## src/rtl/curdet_pkg.sv

```systemverilog
/*
  Constants, register map and state types for the output current level
  detect block. Assumes one 200 MHz clock and currents in tenths of a
  percent of rated drive current.
*/
package curdet_pkg;

  // clock and millisecond tick
  localparam int CLK_PERIOD_NS  = 5;
  localparam int MS_NS          = 1000000;
  localparam int CYC_PER_MS_DEF = MS_NS / CLK_PERIOD_NS;
  localparam int MS_CNT_W       = 18;

  // timing figures in milliseconds
  localparam int MIN_QUAL_MS = 50;
  localparam int HOLD_MS     = 100;
  localparam int ZL_SHORT_MS = 40;

  // widths
  localparam int ADDR_W = 8;
  localparam int DATA_W = 32;
  localparam int CUR_W  = 12;
  localparam int THR_W  = 11;
  localparam int OLP_W  = 14;
  localparam int ZLP_W  = 10;
  localparam int HOLD_W = 7;
  localparam int TERM_N = 4;
  localparam int SEL_W  = 2;
  localparam int SELV_W = TERM_N * SEL_W;
  localparam int IRQ_W  = 2;

  typedef logic [ADDR_W-1:0] addr_t;
  typedef logic [DATA_W-1:0] data_t;

  // register offsets (byte addresses)
  localparam addr_t ADDR_OL_THR   = 8'h00;
  localparam addr_t ADDR_OL_PER   = 8'h04;
  localparam addr_t ADDR_ZL_THR   = 8'h08;
  localparam addr_t ADDR_ZL_PER   = 8'h0C;
  localparam addr_t ADDR_TERM_SEL = 8'h10;
  localparam addr_t ADDR_STATUS   = 8'h14;
  localparam addr_t ADDR_INT_STAT = 8'h18;
  localparam addr_t ADDR_INT_MASK = 8'h1C;

  // reset values and limits, tenths of percent or milliseconds
  localparam logic [THR_W-1:0] OL_THR_RST = 11'h5DC;
  localparam logic [THR_W-1:0] ZL_THR_RST = 11'h032;
  localparam logic [THR_W-1:0] THR_MAX    = 11'h7D0;
  localparam logic [OLP_W-1:0] OL_PER_RST = 14'h0000;
  localparam logic [OLP_W-1:0] OL_PER_MAX = 14'h2710;
  localparam logic [ZLP_W-1:0] ZL_PER_RST = 10'h1F4;
  localparam logic [ZLP_W-1:0] ZL_PER_MAX = 10'h3E8;

  // terminal function codes
  localparam logic [SEL_W-1:0] SEL_NONE = 2'h0;
  localparam logic [SEL_W-1:0] SEL_OVER = 2'h1;
  localparam logic [SEL_W-1:0] SEL_ZERO = 2'h2;
  localparam logic [SELV_W-1:0] TERM_SEL_RST = 8'h00;

  // status and interrupt bit positions
  localparam int BIT_OVER = 0;
  localparam int BIT_ZERO = 1;
  localparam int BIT_RUN  = 2;

  typedef struct packed {
    logic [OLP_W-1:0]  cnt;
    logic [HOLD_W-1:0] hold;
    logic              flag;
    logic              setPulse;
  } qual_s;

  typedef struct packed {
    logic [TERM_N-1:0] oe;
  } term_s;

endpackage

```

## src/rtl/qualify_timer.sv

```systemverilog
/*
  Qualification and hold timer for one current level flag.
  Assumes msTick is a one-cycle pulse once per millisecond and that cond
  already includes the running condition.
*/
`timescale 1ns/1ps
`default_nettype none
module qualify_timer
  import curdet_pkg::*;
(
  // clock and reset
  input  wire logic                     clk,
  input  wire logic                     sys_rst,
  // timing
  input  wire logic                     msTick,
  input  wire logic [curdet_pkg::OLP_W-1:0] effPeriod,
  input  wire logic                     holdFromSet,
  // compare
  input  wire logic                     cond,
  // result
  output logic                          flag,
  output logic                          setPulse
);
  import curdet_pkg::*;

  localparam logic [HOLD_W-1:0] HOLD_TICKS = HOLD_W'(HOLD_MS);

  qual_s cur_ff;
  qual_s nxt_cur;

  always_comb begin
    nxt_cur = cur_ff;
    nxt_cur.setPulse = 1'b0;
    if (!cur_ff.flag) begin
      if (!cond) begin
        nxt_cur.cnt = '0;
      end else if (cur_ff.cnt >= effPeriod) begin
        nxt_cur.flag     = 1'b1;
        nxt_cur.setPulse = 1'b1;
        nxt_cur.hold     = holdFromSet ? HOLD_TICKS : '0;
      end else if (msTick) begin
        nxt_cur.cnt = cur_ff.cnt + 1'b1;
      end
    end else begin
      // zero flag reloads while current is low so the hold starts on release
      if (cond && !holdFromSet) begin
        nxt_cur.hold = HOLD_TICKS;
      end else if (msTick && cur_ff.hold != '0) begin
        nxt_cur.hold = cur_ff.hold - 1'b1;
      end
      if (!cond && cur_ff.hold == '0) begin
        nxt_cur.flag = 1'b0;
        nxt_cur.cnt  = '0;
      end
    end
  end

  always_ff @(posedge clk or posedge sys_rst) begin
    if (sys_rst) begin
      cur_ff <= '0;
    end else begin
      cur_ff <= nxt_cur;
    end
  end

  assign flag     = cur_ff.flag;
  assign setPulse = cur_ff.setPulse;

endmodule
`default_nettype wire

```

## src/rtl/terminal_select.sv

```systemverilog
/*
  Open-collector output terminal function routing.
  Assumes flags come from flip-flops on the same clock.
*/
`timescale 1ns/1ps
`default_nettype none
module terminal_select
  import curdet_pkg::*;
(
  // clock and reset
  input  wire logic                          clk,
  input  wire logic                          sys_rst,
  // routing
  input  wire logic [curdet_pkg::SELV_W-1:0] termSel,
  input  wire logic                          overFlag,
  input  wire logic                          zeroFlag,
  // open-collector terminals
  output logic      [curdet_pkg::TERM_N-1:0] termOut,
  output logic      [curdet_pkg::TERM_N-1:0] termOe
);
  import curdet_pkg::*;

  term_s             cur_ff;
  term_s             nxt_cur;
  logic [TERM_N-1:0] selOn;

  genvar gi;
  generate
    for (gi = 0; gi < TERM_N; gi++) begin : g_term
      assign selOn[gi] =
        (termSel[gi*SEL_W +: SEL_W] == SEL_OVER && overFlag) ||
        (termSel[gi*SEL_W +: SEL_W] == SEL_ZERO && zeroFlag);
    end
  endgenerate

  always_comb begin
    nxt_cur    = cur_ff;
    nxt_cur.oe = selOn;
  end

  always_ff @(posedge clk or posedge sys_rst) begin
    if (sys_rst) begin
      cur_ff <= '0;
    end else begin
      cur_ff <= nxt_cur;
    end
  end

  // an active terminal sinks current: it pulls low while enabled
  assign termOut = '0;
  assign termOe  = cur_ff.oe;

endmodule
`default_nettype wire

```

## src/rtl/output_current_level_detect.sv

```systemverilog
/*
  Output current level detect: over-level and zero-current flags with
  qualification and hold timing, register port, interrupt and terminal
  routing. Assumes current and running come from logic on clk.
*/
`timescale 1ns/1ps
`default_nettype none
module output_current_level_detect
  import curdet_pkg::*;
#(
  parameter int unsigned CYC_PER_MS = curdet_pkg::CYC_PER_MS_DEF
)
(
  // clock and reset
  input  wire logic                          clk,
  input  wire logic                          sys_rst,
  // drive state
  input  wire logic [curdet_pkg::CUR_W-1:0]  currentMeas,
  input  wire logic                          running,
  // register port
  input  wire logic [curdet_pkg::ADDR_W-1:0] regAddr,
  input  wire logic [curdet_pkg::DATA_W-1:0] regWrData,
  input  wire logic                          regWr,
  input  wire logic                          regRd,
  output logic      [curdet_pkg::DATA_W-1:0] regRdData,
  // interrupt
  output logic                               irq,
  // open-collector terminals
  output logic      [curdet_pkg::TERM_N-1:0] termOut,
  output logic      [curdet_pkg::TERM_N-1:0] termOe
);
  import curdet_pkg::*;

  localparam logic [MS_CNT_W-1:0] MS_LAST = MS_CNT_W'(CYC_PER_MS - 1);
  localparam logic [OLP_W-1:0] MIN_QUAL = OLP_W'(MIN_QUAL_MS);
  localparam logic [ZLP_W-1:0] ZL_SHORT = ZLP_W'(ZL_SHORT_MS);

  typedef struct packed {
    logic [THR_W-1:0]    olThr;
    logic [OLP_W-1:0]    olPer;
    logic [THR_W-1:0]    zlThr;
    logic [ZLP_W-1:0]    zlPer;
    logic [SELV_W-1:0]   termSel;
    logic [IRQ_W-1:0]    intStat;
    logic [IRQ_W-1:0]    intMask;
    logic [DATA_W-1:0]   rdData;
    logic [MS_CNT_W-1:0] msCnt;
    logic                msTick;
    logic                olCond;
    logic                zlCond;
    logic                irq;
  } top_s;

  top_s cur_ff;
  top_s nxt_cur;

  logic             overFlag;
  logic             zeroFlag;
  logic             overSet;
  logic             zeroSet;
  logic [OLP_W-1:0] olEff;
  logic [OLP_W-1:0] zlEff;

  // clamp a written value to the setting's upper limit
  function automatic logic [OLP_W-1:0] clampVal(
    input logic [DATA_W-1:0] val,
    input logic [OLP_W-1:0]  lim
  );
    logic [OLP_W-1:0] res;
    res = lim;
    if (val <= DATA_W'(lim)) begin
      res = val[OLP_W-1:0];
    end
    return res;
  endfunction

  // effective qualification periods in ms ticks
  always_comb begin
    olEff = cur_ff.olPer;
    if (cur_ff.olPer == '0) begin
      olEff = MIN_QUAL;
    end
    zlEff = OLP_W'(cur_ff.zlPer);
    if (cur_ff.zlPer <= ZL_SHORT) begin
      zlEff = MIN_QUAL;
    end
  end

  always_comb begin
    nxt_cur = cur_ff;

    // millisecond tick shared by both timers
    nxt_cur.msTick = 1'b0;
    if (cur_ff.msCnt == MS_LAST) begin
      nxt_cur.msCnt  = '0;
      nxt_cur.msTick = 1'b1;
    end else begin
      nxt_cur.msCnt = cur_ff.msCnt + 1'b1;
    end

    // compares are registered to keep the threshold path short;
    // running is the only gate on either compare
    nxt_cur.olCond = running &&
      (currentMeas > CUR_W'(cur_ff.olThr));
    nxt_cur.zlCond = running &&
      (currentMeas < CUR_W'(cur_ff.zlThr));

    // register writes, values clamped to their documented ranges
    if (regWr) begin
      unique case (regAddr)
        ADDR_OL_THR: begin
          nxt_cur.olThr = THR_W'(clampVal(regWrData,
                                          OLP_W'(THR_MAX)));
        end
        ADDR_OL_PER: begin
          nxt_cur.olPer = clampVal(regWrData, OL_PER_MAX);
        end
        ADDR_ZL_THR: begin
          nxt_cur.zlThr = THR_W'(clampVal(regWrData,
                                          OLP_W'(THR_MAX)));
        end
        ADDR_ZL_PER: begin
          nxt_cur.zlPer = ZLP_W'(clampVal(regWrData,
                                          OLP_W'(ZL_PER_MAX)));
        end
        ADDR_TERM_SEL: begin
          nxt_cur.termSel = regWrData[SELV_W-1:0];
        end
        ADDR_INT_STAT: begin
          nxt_cur.intStat = cur_ff.intStat & ~regWrData[IRQ_W-1:0];
        end
        ADDR_INT_MASK: begin
          nxt_cur.intMask = regWrData[IRQ_W-1:0];
        end
        default: begin
        end
      endcase
    end

    // a flag rising in the clearing cycle still sets its bit
    if (overSet) begin
      nxt_cur.intStat[BIT_OVER] = 1'b1;
    end
    if (zeroSet) begin
      nxt_cur.intStat[BIT_ZERO] = 1'b1;
    end
    nxt_cur.irq = |(nxt_cur.intStat & nxt_cur.intMask);

    // read data stand only in the cycle after the strobe
    nxt_cur.rdData = '0;
    if (regRd) begin
      unique case (regAddr)
        ADDR_OL_THR: begin
          nxt_cur.rdData = DATA_W'(cur_ff.olThr);
        end
        ADDR_OL_PER: begin
          nxt_cur.rdData = DATA_W'(cur_ff.olPer);
        end
        ADDR_ZL_THR: begin
          nxt_cur.rdData = DATA_W'(cur_ff.zlThr);
        end
        ADDR_ZL_PER: begin
          nxt_cur.rdData = DATA_W'(cur_ff.zlPer);
        end
        ADDR_TERM_SEL: begin
          nxt_cur.rdData = DATA_W'(cur_ff.termSel);
        end
        ADDR_STATUS: begin
          nxt_cur.rdData[BIT_OVER] = overFlag;
          nxt_cur.rdData[BIT_ZERO] = zeroFlag;
          nxt_cur.rdData[BIT_RUN]  = running;
        end
        ADDR_INT_STAT: begin
          nxt_cur.rdData = DATA_W'(cur_ff.intStat);
        end
        ADDR_INT_MASK: begin
          nxt_cur.rdData = DATA_W'(cur_ff.intMask);
        end
        default: begin
          nxt_cur.rdData = '0;
        end
      endcase
    end
  end

  always_ff @(posedge clk or posedge sys_rst) begin
    if (sys_rst) begin
      cur_ff         <= '0;
      cur_ff.olThr   <= OL_THR_RST;
      cur_ff.olPer   <= OL_PER_RST;
      cur_ff.zlThr   <= ZL_THR_RST;
      cur_ff.zlPer   <= ZL_PER_RST;
      cur_ff.termSel <= TERM_SEL_RST;
    end else begin
      cur_ff <= nxt_cur;
    end
  end

  // over flag: hold counted from the moment it sets
  qualify_timer u_over (
    .clk         (clk),
    .sys_rst     (sys_rst),
    .msTick      (cur_ff.msTick),
    .effPeriod   (olEff),
    .holdFromSet (1'b1),
    .cond        (cur_ff.olCond),
    .flag        (overFlag),
    .setPulse    (overSet)
  );

  // zero flag: hold counted from the moment current rises again or running drops
  qualify_timer u_zero (
    .clk         (clk),
    .sys_rst     (sys_rst),
    .msTick      (cur_ff.msTick),
    .effPeriod   (zlEff),
    .holdFromSet (1'b0),
    .cond        (cur_ff.zlCond),
    .flag        (zeroFlag),
    .setPulse    (zeroSet)
  );

  terminal_select u_term (
    .clk      (clk),
    .sys_rst  (sys_rst),
    .termSel  (cur_ff.termSel),
    .overFlag (overFlag),
    .zeroFlag (zeroFlag),
    .termOut  (termOut),
    .termOe   (termOe)
  );

  assign regRdData = cur_ff.rdData;
  assign irq       = cur_ff.irq;

endmodule
`default_nettype wire

```

## config.mk

```make
export PLATFORM = sky130hd
export DESIGN_NAME = output_current_level_detect
export DESIGN_NICKNAME = d
export VERILOG_FILES = /design/src/rtl/curdet_pkg.sv /design/src/rtl/qualify_timer.sv /design/src/rtl/terminal_select.sv /design/src/rtl/output_current_level_detect.sv
export SDC_FILE = /design/constraint.sdc
export NUM_CORES = 1
export LEC_CHECK = 0
export BUFFER_PORTS_ARGS = -buffer_cell sky130_fd_sc_hd__clkbuf_2
export CAP_MARGIN = 10
export CORE_UTILIZATION = 45
export DETAILED_ROUTE_END_ITERATION = 10
export GPL_ROUTABILITY_DRIVEN = 0
export PLACE_DENSITY_LB_ADDON = 0.15
export SLEW_MARGIN = 20
export SYNTH_ARGS = -nofsm -noshare
export SYNTH_HDL_FRONTEND = slang
export SYNTH_SLANG_ARGS = --single-unit
```

## constraint.sdc

```tcl
create_clock -name clk -period 4.89 [get_ports clk]
set_input_delay 0.978 -clock clk [delete_from_list [all_inputs] [get_ports clk]]
set_output_delay 0.978 -clock clk [all_outputs]
set_load 0.02 [all_outputs]
```

==> flow_summary_export.csv, run 1 <==
group,metric,value,unit
logic_synthesis,synth-simple-area-share,17.6,%
cts,cts_buffers,17,
logic_synthesis,synthXorXnorAreaFrac,2.26,%
global_routing,grt_max_degree,69,
worst_setup_path,crit_arrival,4.07,ns
cells_and_area,synthToLayoutAreaGrowth,12.2,%
cts,clock_latency,0.42,ns
min_path,min_path_cells,1,
worst_setup_path,cp-end-kind,"flop",
cts,ctsHtreeMaxLevel,4,
logic_synthesis,ys_async_sr_fraction,100,%
floorplanning,dieWidth,137,um
worst_setup_path,rr_endpoint,"u_over.cur_ff[21]",
worst_setup_path,cp-start-kind,"flop",
floorplanning,die-area,18600,sq um
drt,dr_total_vias,6431,
cts,clockBufferDepth,2,
drt,drtIter0Drc,413,
logic_synthesis,synth_compound_area_share,17.9,%
logic_synthesis,synth_fa_ha_area_share,7.68,%
drt,drt-pass1-iter-count,5,
cells_and_area,n_antenna_cell,0,
cells_and_area,fin_nets,993,
worst_setup_path,critical_path_class,"flop to flop",
timing,setup_violations,0,
placement,dp_hpwl,15100,um
floorplanning,start_util,46.6,%
global_routing,grt_first_pass_wirelength,32400,um
floorplanning,fp-row-count,48,
timing,tightestPinTransition,1.10,ns
logic_synthesis,synth_area,8140,sq um
logic_synthesis,synth-main-ff-cell,"dfrtp_1",
logic_synthesis,avgSynthCellArea,9.81,sq um
logic_synthesis,synth_cell_types,81,
min_path,hold_path.startpoint,"u_over.setPulse",
worst_setup_path,worst-r2r-cell-count,9,
logic_synthesis,synth.area.mux_share,2.58,%
cts,ctsResizeCount,0,
cts,cts_tree,"yes",
timing,worst_clock_skew,0.00964,ns
floorplanning,fp.coreArea,17500,sq um
worst_setup_path,r2r_start,"cur_ff[100]",
power_and_ir_drop,peakVddDrop,0.261,mV
logic_synthesis,netlist_instances,830,
power_and_ir_drop,leakage,4.19,nW
timing,finalCriticalPeriod,3.76,ns
cts,cts-root-buf,"clkbuf_16",
cells_and_area,drive_above_1_share,17.9,%
drt,routed_wl,20100,um
placement,port_buffers,75,
timing,drv_slew,0,
cts,postCtsSetupRepairBufs,0,
floorplanning,fp.dieH,137,um
global_routing,antenna_found_initial,0,
logic_synthesis,synth_edf_count,0,
floorplanning,ios,98,
cts,cts_sinks,144,
logic_synthesis,synth_seq_cells,144,
timing,clock.fmax,266,MHz
flow_run,drv_cap,0,
timing,hold_ws,0.464,ns
timing,hold_viol,0,
logic_synthesis,synth-seq-area-share,44.5,%
timing,relSlewSlack,26.3,%
timing,fin_setup_tns,0,ns
drt,drc,0,
global_routing,grt_overflow,0,
logic_synthesis,synth_top_family_by_area,"compound AO/OA/AOI/OAI gates",
power_and_ir_drop,power_density,303,nW/um^2
min_path,hold_path_class,"flop to flop",
drt,wl_per_cell,17.8,um
timing,rsz0062_at_grt,"false",
cts,clk_pin_slew,0.06,ns
timing,fin_crit_sh,76.9,%
cts,cts_hold_buf,0,
drt,ant_nets,0,
min_path,hold_end,"cur_ff[56]",
drt,via_per_inst,5.72,
worst_setup_path,rrSetupSlack,1.13,ns
global_routing,grt_pass1_vias,6253,
worst_setup_path,crit_path_max_fanout,18,
worst_setup_path,cp.required,5.20,ns
outcome,status,"completed",
logic_synthesis,yosysWarnings,0,
global_routing,grt_usage,23.0,%
-- worst max-delay path by stage --
stage | from | to | slack, ns | cells past startpoint
final | cur_ff[100] | u_over.cur_ff[21] | 1.13 | 9
after global routing | cur_ff[100] | u_over.cur_ff[21] | 0.74 | 9
after CTS | cur_ff[100] | u_over.cur_ff[21] | 1.09 | 9
after detailed placement | regAddr[1] | cur_ff[95] | 1.02 | 7
after global placement | regAddr[1] | cur_ff[97] | 1.15 | 7
after floorplan | sys_rst | cur_ff[100] | 0.07 | 1
-- cell families after synthesis --
family          Yosys count
simple gates            273
compound gates          206
flops                   144
buf+inv                 118
fa+ha+maj                50
xor+xnor                 21
mux                      17
other cells               1
-- registers in the layout, indices dropped and copies added, names as in the netlist --
register	cells
u_zero.cur_ff	21
u_zero.flag	1
irq	1
u_over.setPulse	1
u_over.cur_ff	21
regRdData	14
u_over.flag	1
u_zero.setPulse	1
cur_ff	79
u_term.termOe	4
-- cells in the final DEF (no fill, tap or decap), drive strengths merged, types with 10 or more instances in the layout --
cell    instances
dfrtp         128
clkbuf         99
nand2          76
inv            57
ha             50
nor2           50
o21ai          47
a21oi          31
nand3          26
conb           22
a22oi          20
o31ai          17
and3           16
dfstp          16
nand2b         16
a22o           14
xor2           14
nor3           14
mux2           12
nor4           12
o311ai         11
a21o           10
a31oi          10
-- Yosys cell counts (11+ instances only) --
library cell / instances / area [sq um]
dfrtp_1: 128 / 3200
nand2_1: 75 / 282
inv_1: 56 / 210
ha_1: 50 / 626
nor2_1: 48 / 180
o21ai_0: 42 / 210
buf_4: 38 / 285
a21oi_1: 31 / 155
nand3_1: 26 / 130
clkbuf_1: 21 / 78.8
a22oi_1: 20 / 150
o31ai_1: 17 / 128
and3_1: 16 / 100
dfstp_2: 16 / 420
nand2b_1: 15 / 93.8
a22o_1: 14 / 123
xor2_1: 14 / 123
mux2_2: 12 / 135
nor3_1: 11 / 55.1
nor4_1: 11 / 68.8
-- power by group --
| part | switching [mW] | internal (mW) | total [mW] |
|---|---|---|---|
| Sequential | 0.0208 | 1.21 | 1.24 |
| Clock | 0.498 | 0.858 | 1.36 |
| Combinational | 0.115 | 0.0621 | 0.177 |
| Total | 0.634 | 2.13 | 2.77 |
-- final cells by class --
| type | count | area, sq um |
|---|---|---|
| clock buffers | 24 | 492 |
| clock inverters | 8 | 126 |
| fillers | 1579 | 8340 |
| inverters | 56 | 215 |
| multi-input cells | 589 | 4000 |
| flip-flops and latches | 144 | 3620 |
| well taps | 225 | 282 |
| repair buffers | 78 | 398 |
-- critical path, cell delays in order (launching register included) --
cell,delay (ns)
dfrtp_1,0.41
or4_1,0.52
nor4_1,0.40
nor2_1,0.10
ha_1,0.31
o211a_1,0.22
a221oi_1,0.32
o21ai_1,0.44
nand2b_1,0.52
o41ai_1,0.42
-- routing by layer --
layer / track usage (%) / share of wire (%) / vias up
li1: - / - / 3068
met1: 30.6 / 43 / 3137
met2: 37.4 / 49 / 202
met3: 4.67 / 5.9 / 24
met4: 7.35 / 1.7 / 0
met5: 0 / 0 / -
-- per-stage QoR --
step	util [%]	setup WS (ns)	std cells	total power, mW	cell area, sq um
finish	52.3	1.13	1124	2.77	9140
global route	52.3	0.744	1124	2.87	9140
CTS	52.3	1.09	1124	2.79	9130
detailed placement	48.7	1.02	1092	1.43	8510
global placement	48.7	1.15	1092	1.43	8510
floorplan	-	0.0722	851	1.37	8220
Note: power is estimated with default switching activity, not from simulation.
==> run 2: changes to the inputs <==
Settings changed: ABC_AREA from default to 1.
Clock period 4.89 ns to 3.1 ns, I/O delays scaled along.
==> flow_summary_export.csv, run 2 <==
group,metric,value,unit
cells_and_area,drive_above_1_share,14.6,%
drt,via_per_inst,5.10,
cells_and_area,layout_common_cells,"nand2_1 (300), inv_1 (158), dfrtp_1 (128)",
timing,relSlewSlack,60.0,%
timing,hold_viol,0,
worst_setup_path,cp-end-kind,"flop",
power_and_ir_drop,leakage,5.25,nW
cts,cts_tree,"yes",
logic_synthesis,avgSynthCellArea,7.53,sq um
logic_synthesis,ys_async_sr_fraction,100,%
placement,dp_hpwl,17800,um
timing,drv_slew,0,
worst_setup_path,path_buf_inv,1,
cells_and_area,n_antenna_cell,0,
logic_synthesis,yosysWarnings,0,
logic_synthesis,synth_area,9150,sq um
floorplanning,fp-row-count,51,
drt,drtIter0Drc,504,
logic_synthesis,synth_cell_types,46,
cts,postCtsSetupRepairBufs,0,
global_routing,grt_max_degree,66,
timing,tightestPinTransition,0.600,ns
logic_synthesis,synth_edf_count,0,
power_and_ir_drop,peakVddDrop,0.348,mV
worst_setup_path,critical_path_class,"flop to flop",
worst_setup_path,cp_top_family,"simple AND/OR/NAND/NOR gates",
worst_setup_path,r2r_start,"cur_ff[75]",
cts,clockBufferDepth,2,
cells_and_area,largest_reg_flops,79,
cells_and_area,synthToLayoutAreaGrowth,11.7,%
worst_setup_path,path_cells,"nor4_1 -> o21ai_0 -> inv_1 -> nor2_1 -> ha_1 -> nand2_1 -> nor2_1 -> nand2_1 -> nor2_1 -> nor2_1 -> nand2_1 -> nand2_2 -> nand3_2 -> nand2_1 -> nand2_1",
logic_synthesis,netlist_instances,1214,
worst_setup_path,cp.required,3.42,ns
timing,clock.fmax,351,MHz
drt,dr_total_vias,7904,
worst_setup_path,slowest_stage,"nor4_1",
power_and_ir_drop,power_density,458,nW/um^2
global_routing,antenna_found_initial,0,
drt,ant_nets,0,
floorplanning,start_util,46.4,%
logic_synthesis,synthTopCellsByArea,"dfrtp_1 (35%), nand2_1 (12%), ha_1 (6.8%)",
worst_setup_path,cp-startpoint,"cur_ff[75]",
cts,clk_pin_slew,0.07,ns
logic_synthesis,synth_seq_cells,144,
min_path,hold_path_class,"input port to async pin",
floorplanning,ios,98,
worst_setup_path,rrSetupSlack,0.25,ns
worst_setup_path,cpPeakStageDelay,0.44,ns
cts,cts_sinks,144,
floorplanning,die-area,20900,sq um
cells_and_area,top_register,"cur_ff",
logic_synthesis,synth-main-ff-cell,"dfrtp_1",
floorplanning,fp.dieH,145,um
drt,drt-pass1-iter-count,5,
global_routing,grt_overflow,0,
global_routing,grt_first_pass_wirelength,38600,um
logic_synthesis,yosys.area.top_type_share,35.0,%
cts,clock_latency,0.44,ns
logic_synthesis,synth-seq-area-share,39.6,%
logic_synthesis,synthTopCellsByCount,"nand2_1 (300), inv_1 (159), dfrtp_1 (128)",
worst_setup_path,rr_endpoint,"u_zero.cur_ff[18]",
drt,drc,0,
cells_and_area,top_regs,"cur_ff x79, u_over.cur_ff x21, u_zero.cur_ff x21",
worst_setup_path,worst-r2r-cell-count,15,
placement,port_buffers,75,
worst_setup_path,crit_arrival,3.16,ns
cells_and_area,fillers,1928,
floorplanning,fp.coreArea,19700,sq um
timing,finalCriticalPeriod,2.85,ns
worst_setup_path,path_common_cell,"nand2_1",
cells_and_area,final_common_cell,"nand2_1",
timing,fin_setup_tns,0,ns
logic_synthesis,synth_area_leader_cell,"dfrtp_1",
cells_and_area,fin_nets,1380,
flow_run,drv_cap,0,
outcome,status,"completed",
floorplanning,dieWidth,145,um
cts,cts-root-buf,"clkbuf_16",
global_routing,grt_pass1_vias,7360,
logic_synthesis,yosysMostFrequentCell,"nand2_1",
drt,wl_per_cell,15.3,um
worst_setup_path,cp-start-kind,"flop",
cts,cts_buffers,17,
worst_setup_path,crit_path_max_fanout,14,
cts,cts_hold_buf,0,
timing,hold_ws,0.230,ns
timing,fin_crit_sh,91.8,%
cts,ctsHtreeMaxLevel,4,
timing,setup_violations,0,
drt,routed_wl,23700,um
timing,worst_clock_skew,0.00938,ns
timing,rsz0062_at_grt,"false",
global_routing,grt_usage,24.5,%
[run 2: cell types whose count changed after synthesis, moves of 14 or more]
cell,previous run,this run
clkbuf_1,21,4
nand2b_1,15,0
nand2_1,75,300
and3_1,16,0
inv_1,56,159
nor3_1,11,29
nand3_1,26,66
a22o_1,14,0
inv_2,0,17
nand4_1,9,55
a22oi_1,20,0
nor2_1,48,127
o21ai_1,5,32
[run 2: timing repair]
action | in CTS | in global routing
setup endpoints to repair | 0 | 14
gates resized for setup | 0 | 1
endpoints found under the hold margin | 0 | 0
[run 2: worst max-delay path by stage]
| stage | to | slack, ns | depth (start not counted) |
|---|---|---|---|
| 3_5_place_dp | u_over.cur_ff[21] | 0.25 | 15 |
| 6_report | u_zero.cur_ff[18] | 0.25 | 15 |
| 3_3_place_gp | u_zero.cur_ff[12] | 0.34 | 15 |
| 4_1_cts | u_over.cur_ff[21] | 0.23 | 15 |
| 2_1_floorplan | cur_ff[100] | 0.69 | 1 |
| 5_1_grt | u_zero.cur_ff[10] | 0.01 | 17 |
[run 2: routing by layer]
| layer | wire length (um) | vias up | track usage [%] | part of all wire [%] |
|---|---|---|---|---|
| met5 | 0 | - | 0 | 0 |
| met4 | 447 | 0 | 8.09 | 1.9 |
| met3 | 1210 | 29 | 4.74 | 5.1 |
| met2 | 11000 | 215 | 39.5 | 47 |
| met1 | 11000 | 3670 | 32.7 | 46 |
| li1 | - | 3990 | - | - |
[run 2: area by class of cell]
type	instances	area (sq um)	share of cell area [%]
repair buffers	81	445	4.36
clock inverters	13	211	2.07
clock buffers	19	433	4.24
well taps	265	332	3.24
inverters	177	668	6.54
flip-flops and latches	144	3620	35.5
multi-input cells	852	4510	44.1
[run 2: through the flow]
stage	utilization [%]	setup slack [ns]	power [mW]	cell area (sq um)	cells
CTS	51.8	0.234	4.72	10200	1551
detailed placement	48.5	0.254	2.43	9570	1519
floorplan	-	0.688	2.30	9230	1235
global route	51.8	0.0131	4.86	10200	1551
finish	51.8	0.253	4.68	10200	1551
global placement	48.5	0.339	2.42	9570	1519
[run 2: power breakdown]
part,switching (mW),internal (mW),total (mW)
combinational,0.287,0.126,0.414
clock,0.851,1.43,2.28
sequential,0.0362,1.94,1.98
total,1.17,3.50,4.68
[run 2: logic make-up after synthesis]
logic type	Yosys count	synth area share, %
compound gates	134	8.39
fa+ha+maj	50	6.84
buf+inv	239	12.1
flops	144	39.6
xor+xnor	23	2.20
simple gates	623	30.9
other cells	1	0.0410
==> run 3: changes to the inputs <==
Settings changed: SYNTH_HIERARCHICAL from default to 1.
Clock period 3.1 ns to 3.45 ns, I/O delays scaled along.
==> flow_summary_export.csv, run 3 <==
group,metric,value,unit
outcome,status,"completed",
worst_setup_path,path_common_cell,"nand2_1",
cts,cts_buffers,17,
timing,finalCriticalPeriod,2.47,ns
timing,tightestPinTransition,0.923,ns
placement,port_buffers,75,
drt,ant_nets,0,
worst_setup_path,cp.required,3.79,ns
global_routing,grt_max_degree,55,
worst_setup_path,cp-start-kind,"flop",
logic_synthesis,yosys.area.top_type_share,32.4,%
worst_setup_path,cpPeakStageDelay,0.40,ns
drt,routed_wl,23200,um
drt,drc,0,
logic_synthesis,synth_area_leader_cell,"dfrtp_1",
global_routing,antenna_found_initial,0,
cts,clockBufferDepth,2,
min_path,hold_path_class,"input port to async pin",
placement,dp_hpwl,18100,um
worst_setup_path,crit_arrival,2.81,ns
logic_synthesis,synth_cell_types,42,
cts,cts-root-buf,"clkbuf_16",
drt,drt-pass1-iter-count,5,
drt,dr_total_vias,8377,
cts,ctsHtreeMaxLevel,4,
flow_run,drv_cap,0,
timing,worst_clock_skew,0.0123,ns
floorplanning,fp.dieH,150,um
power_and_ir_drop,leakage,5.75,nW
timing,rsz0062_at_grt,"false",
floorplanning,ios,98,
logic_synthesis,ys_async_sr_fraction,100,%
worst_setup_path,worst-r2r-cell-count,17,
worst_setup_path,critical_path_class,"flop to flop",
timing,drv_slew,0,
timing,clock.fmax,405,MHz
worst_setup_path,cp-end-kind,"flop",
cells_and_area,fillers,2138,
cells_and_area,layout_common_cells,"nand2_1 (402), inv_1 (194), nor2_1 (140)",
power_and_ir_drop,power_density,393,nW/um^2
logic_synthesis,yosysWarnings,6,
worst_setup_path,crit_path_max_fanout,25,
cells_and_area,drive_above_1_share,15.9,%
placement,post_dp_cell_area,10300,sq um
global_routing,grt_overflow,0,
drt,drtIter0Drc,490,
worst_setup_path,slowest_stage,"dfrtp_1",
cts,postCtsSetupRepairBufs,0,
floorplanning,die-area,22600,sq um
global_routing,grt_first_pass_wirelength,38900,um
cells_and_area,fin_nets,1537,
drt,via_per_inst,4.90,
cells_and_area,final_area,10900,sq um
logic_synthesis,synthTopCellsByArea,"dfrtp_1 (32%), nand2_1 (15%), inv_1 (7.4%)",
logic_synthesis,netlist_instances,1368,
cts,cts_hold_buf,0,
cts,cts_tree,"yes",
logic_synthesis,synth-main-ff-cell,"dfrtp_1",
logic_synthesis,yosysMostFrequentCell,"nand2_1",
power_and_ir_drop,p_total,4.30,mW
cts,ctsResizeCount,0,
timing,setup_violations,0,
placement,dp_slack,0.994,ns
cells_and_area,top_register,"cur_ff",
timing,fin_setup_tns,0,ns
floorplanning,fp.coreArea,21300,sq um
floorplanning,start_util,46.4,%
logic_synthesis,avgSynthCellArea,7.23,sq um
timing,fin_crit_sh,71.6,%
cells_and_area,n_antenna_cell,0,
global_routing,grt_pass1_vias,7762,
cells_and_area,fin_util,51.4,%
cells_and_area,final_common_cell,"nand2_1",
cts,cts_sinks,144,
floorplanning,fp-row-count,53,
global_routing,grt_usage,22.2,%
logic_synthesis,synth_area,9890,sq um
timing,worst_slack,0.979,ns
timing,relSlewSlack,38.4,%
logic_synthesis,synth_edf_count,0,
cells_and_area,largest_reg_flops,79,
power_and_ir_drop,peakVddDrop,0.320,mV
timing,hold_viol,0,
drt,wl_per_cell,13.5,um
cts,clk_pin_slew,0.06,ns
logic_synthesis,synth_seq_cells,144,
cells_and_area,top_regs,"cur_ff x79, u_over/cur_ff x21, u_zero/cur_ff x21",
cells_and_area,synthToLayoutAreaGrowth,10.7,%
logic_synthesis,synth-seq-area-share,36.7,%
worst_setup_path,path_cells,"inv_1 -> nand4_1 -> nor3_1 -> nand3_1 -> nand2_1 -> inv_1 -> ha_1 -> nand2_1 -> nor2_1 -> nand2_1 -> nand3_1 -> nand2_1 -> nand3_2 -> nand2_4 -> nand2_4 -> nand2_1 -> o21ai_2",
floorplanning,dieWidth,150,um
logic_synthesis,synthTopCellsByCount,"nand2_1 (402), inv_1 (195), nor2_1 (140)",
cts,clock_latency,0.42,ns
## run 3: cell count changes in the layout (fill, tap and decap cells not counted), sizes merged, moves of 22 or more
cell / change
nand2: +111
nand3: +25
nor2: +23
nor3: -22
inv: +33
nand4: -37
o21ai: +22
## run 3: worst paths after layout
kind,startpoint,end,slack [ns]
max in group asynchronous,sys_rst,cur_ff[108],2.28
worst min-delay path,sys_rst,u_term/termOe[2],0.22
worst max-delay path,cur_ff[94],u_over/cur_ff[9],0.98
min in group clk,cur_ff[4],cur_ff[4],0.47
worst min register to register,cur_ff[4],cur_ff[4],0.47
worst max register to register,cur_ff[94],u_over/cur_ff[9],0.98
## run 3: through the flow
stage	instances	hold slack, ns
after CTS	1711	0.203
after global placement	1680	0.454
after global routing	1711	0.226
after detailed placement	1680	0.458
final	1711	0.217
after floorplan	1395	0.429
## run 3: kinds of logic (layout without fill, tap and decap cells)
| kind of cell | Yosys count | count (layout) | synth area share (%) |
|---|---|---|---|
| flops | 144 | 144 | 36.7 |
| fa+ha+maj | 56 | 56 | 7.09 |
| other cells | 3 | 30 | 0.114 |
| simple gates | 729 | 729 | 33.2 |
| buf+inv | 276 | 317 | 12.6 |
| compound gates | 141 | 141 | 8.61 |
| xor+xnor | 19 | 19 | 1.68 |
## run 3: power by group
group	internal [mW]	switching, mW
Sequential	1.74	0.0413
Clock	1.36	0.740
Combinational	0.133	0.285
Total	3.23	1.07
## run 3: critical path, delay by kind of cell, from the launching register on
kind | cells | cell delay, ns
flops | 1 | 0.40
fa+ha+maj | 1 | 0.28
compound gates | 1 | 0.06
buf+inv | 2 | 0.18
simple gates | 13 | 1.47
## run 3: metal layers
| layer | up-vias | wire length (um) | GRT usage [%] |
|---|---|---|---|
| met4 | 0 | 442 | 6.16 |
| met5 | - | 0 | 0 |
| met2 | 183 | 10400 | 34.4 |
| met1 | 3855 | 11400 | 31.9 |
| li1 | 4316 | - | - |
| met3 | 23 | 865 | 3.61 |
## run 3: final cells by class
type / count / area [sq um] / area share (%)
clock inverter: 13 / 236 / 2.16
multi-input combinational: 975 / 5110 / 46.7
timing repair buffer: 77 / 403 / 3.68
tap: 275 / 344 / 3.15
inverter: 209 / 790 / 7.22
sequential: 144 / 3620 / 33.1
clock buffer: 18 / 429 / 3.92
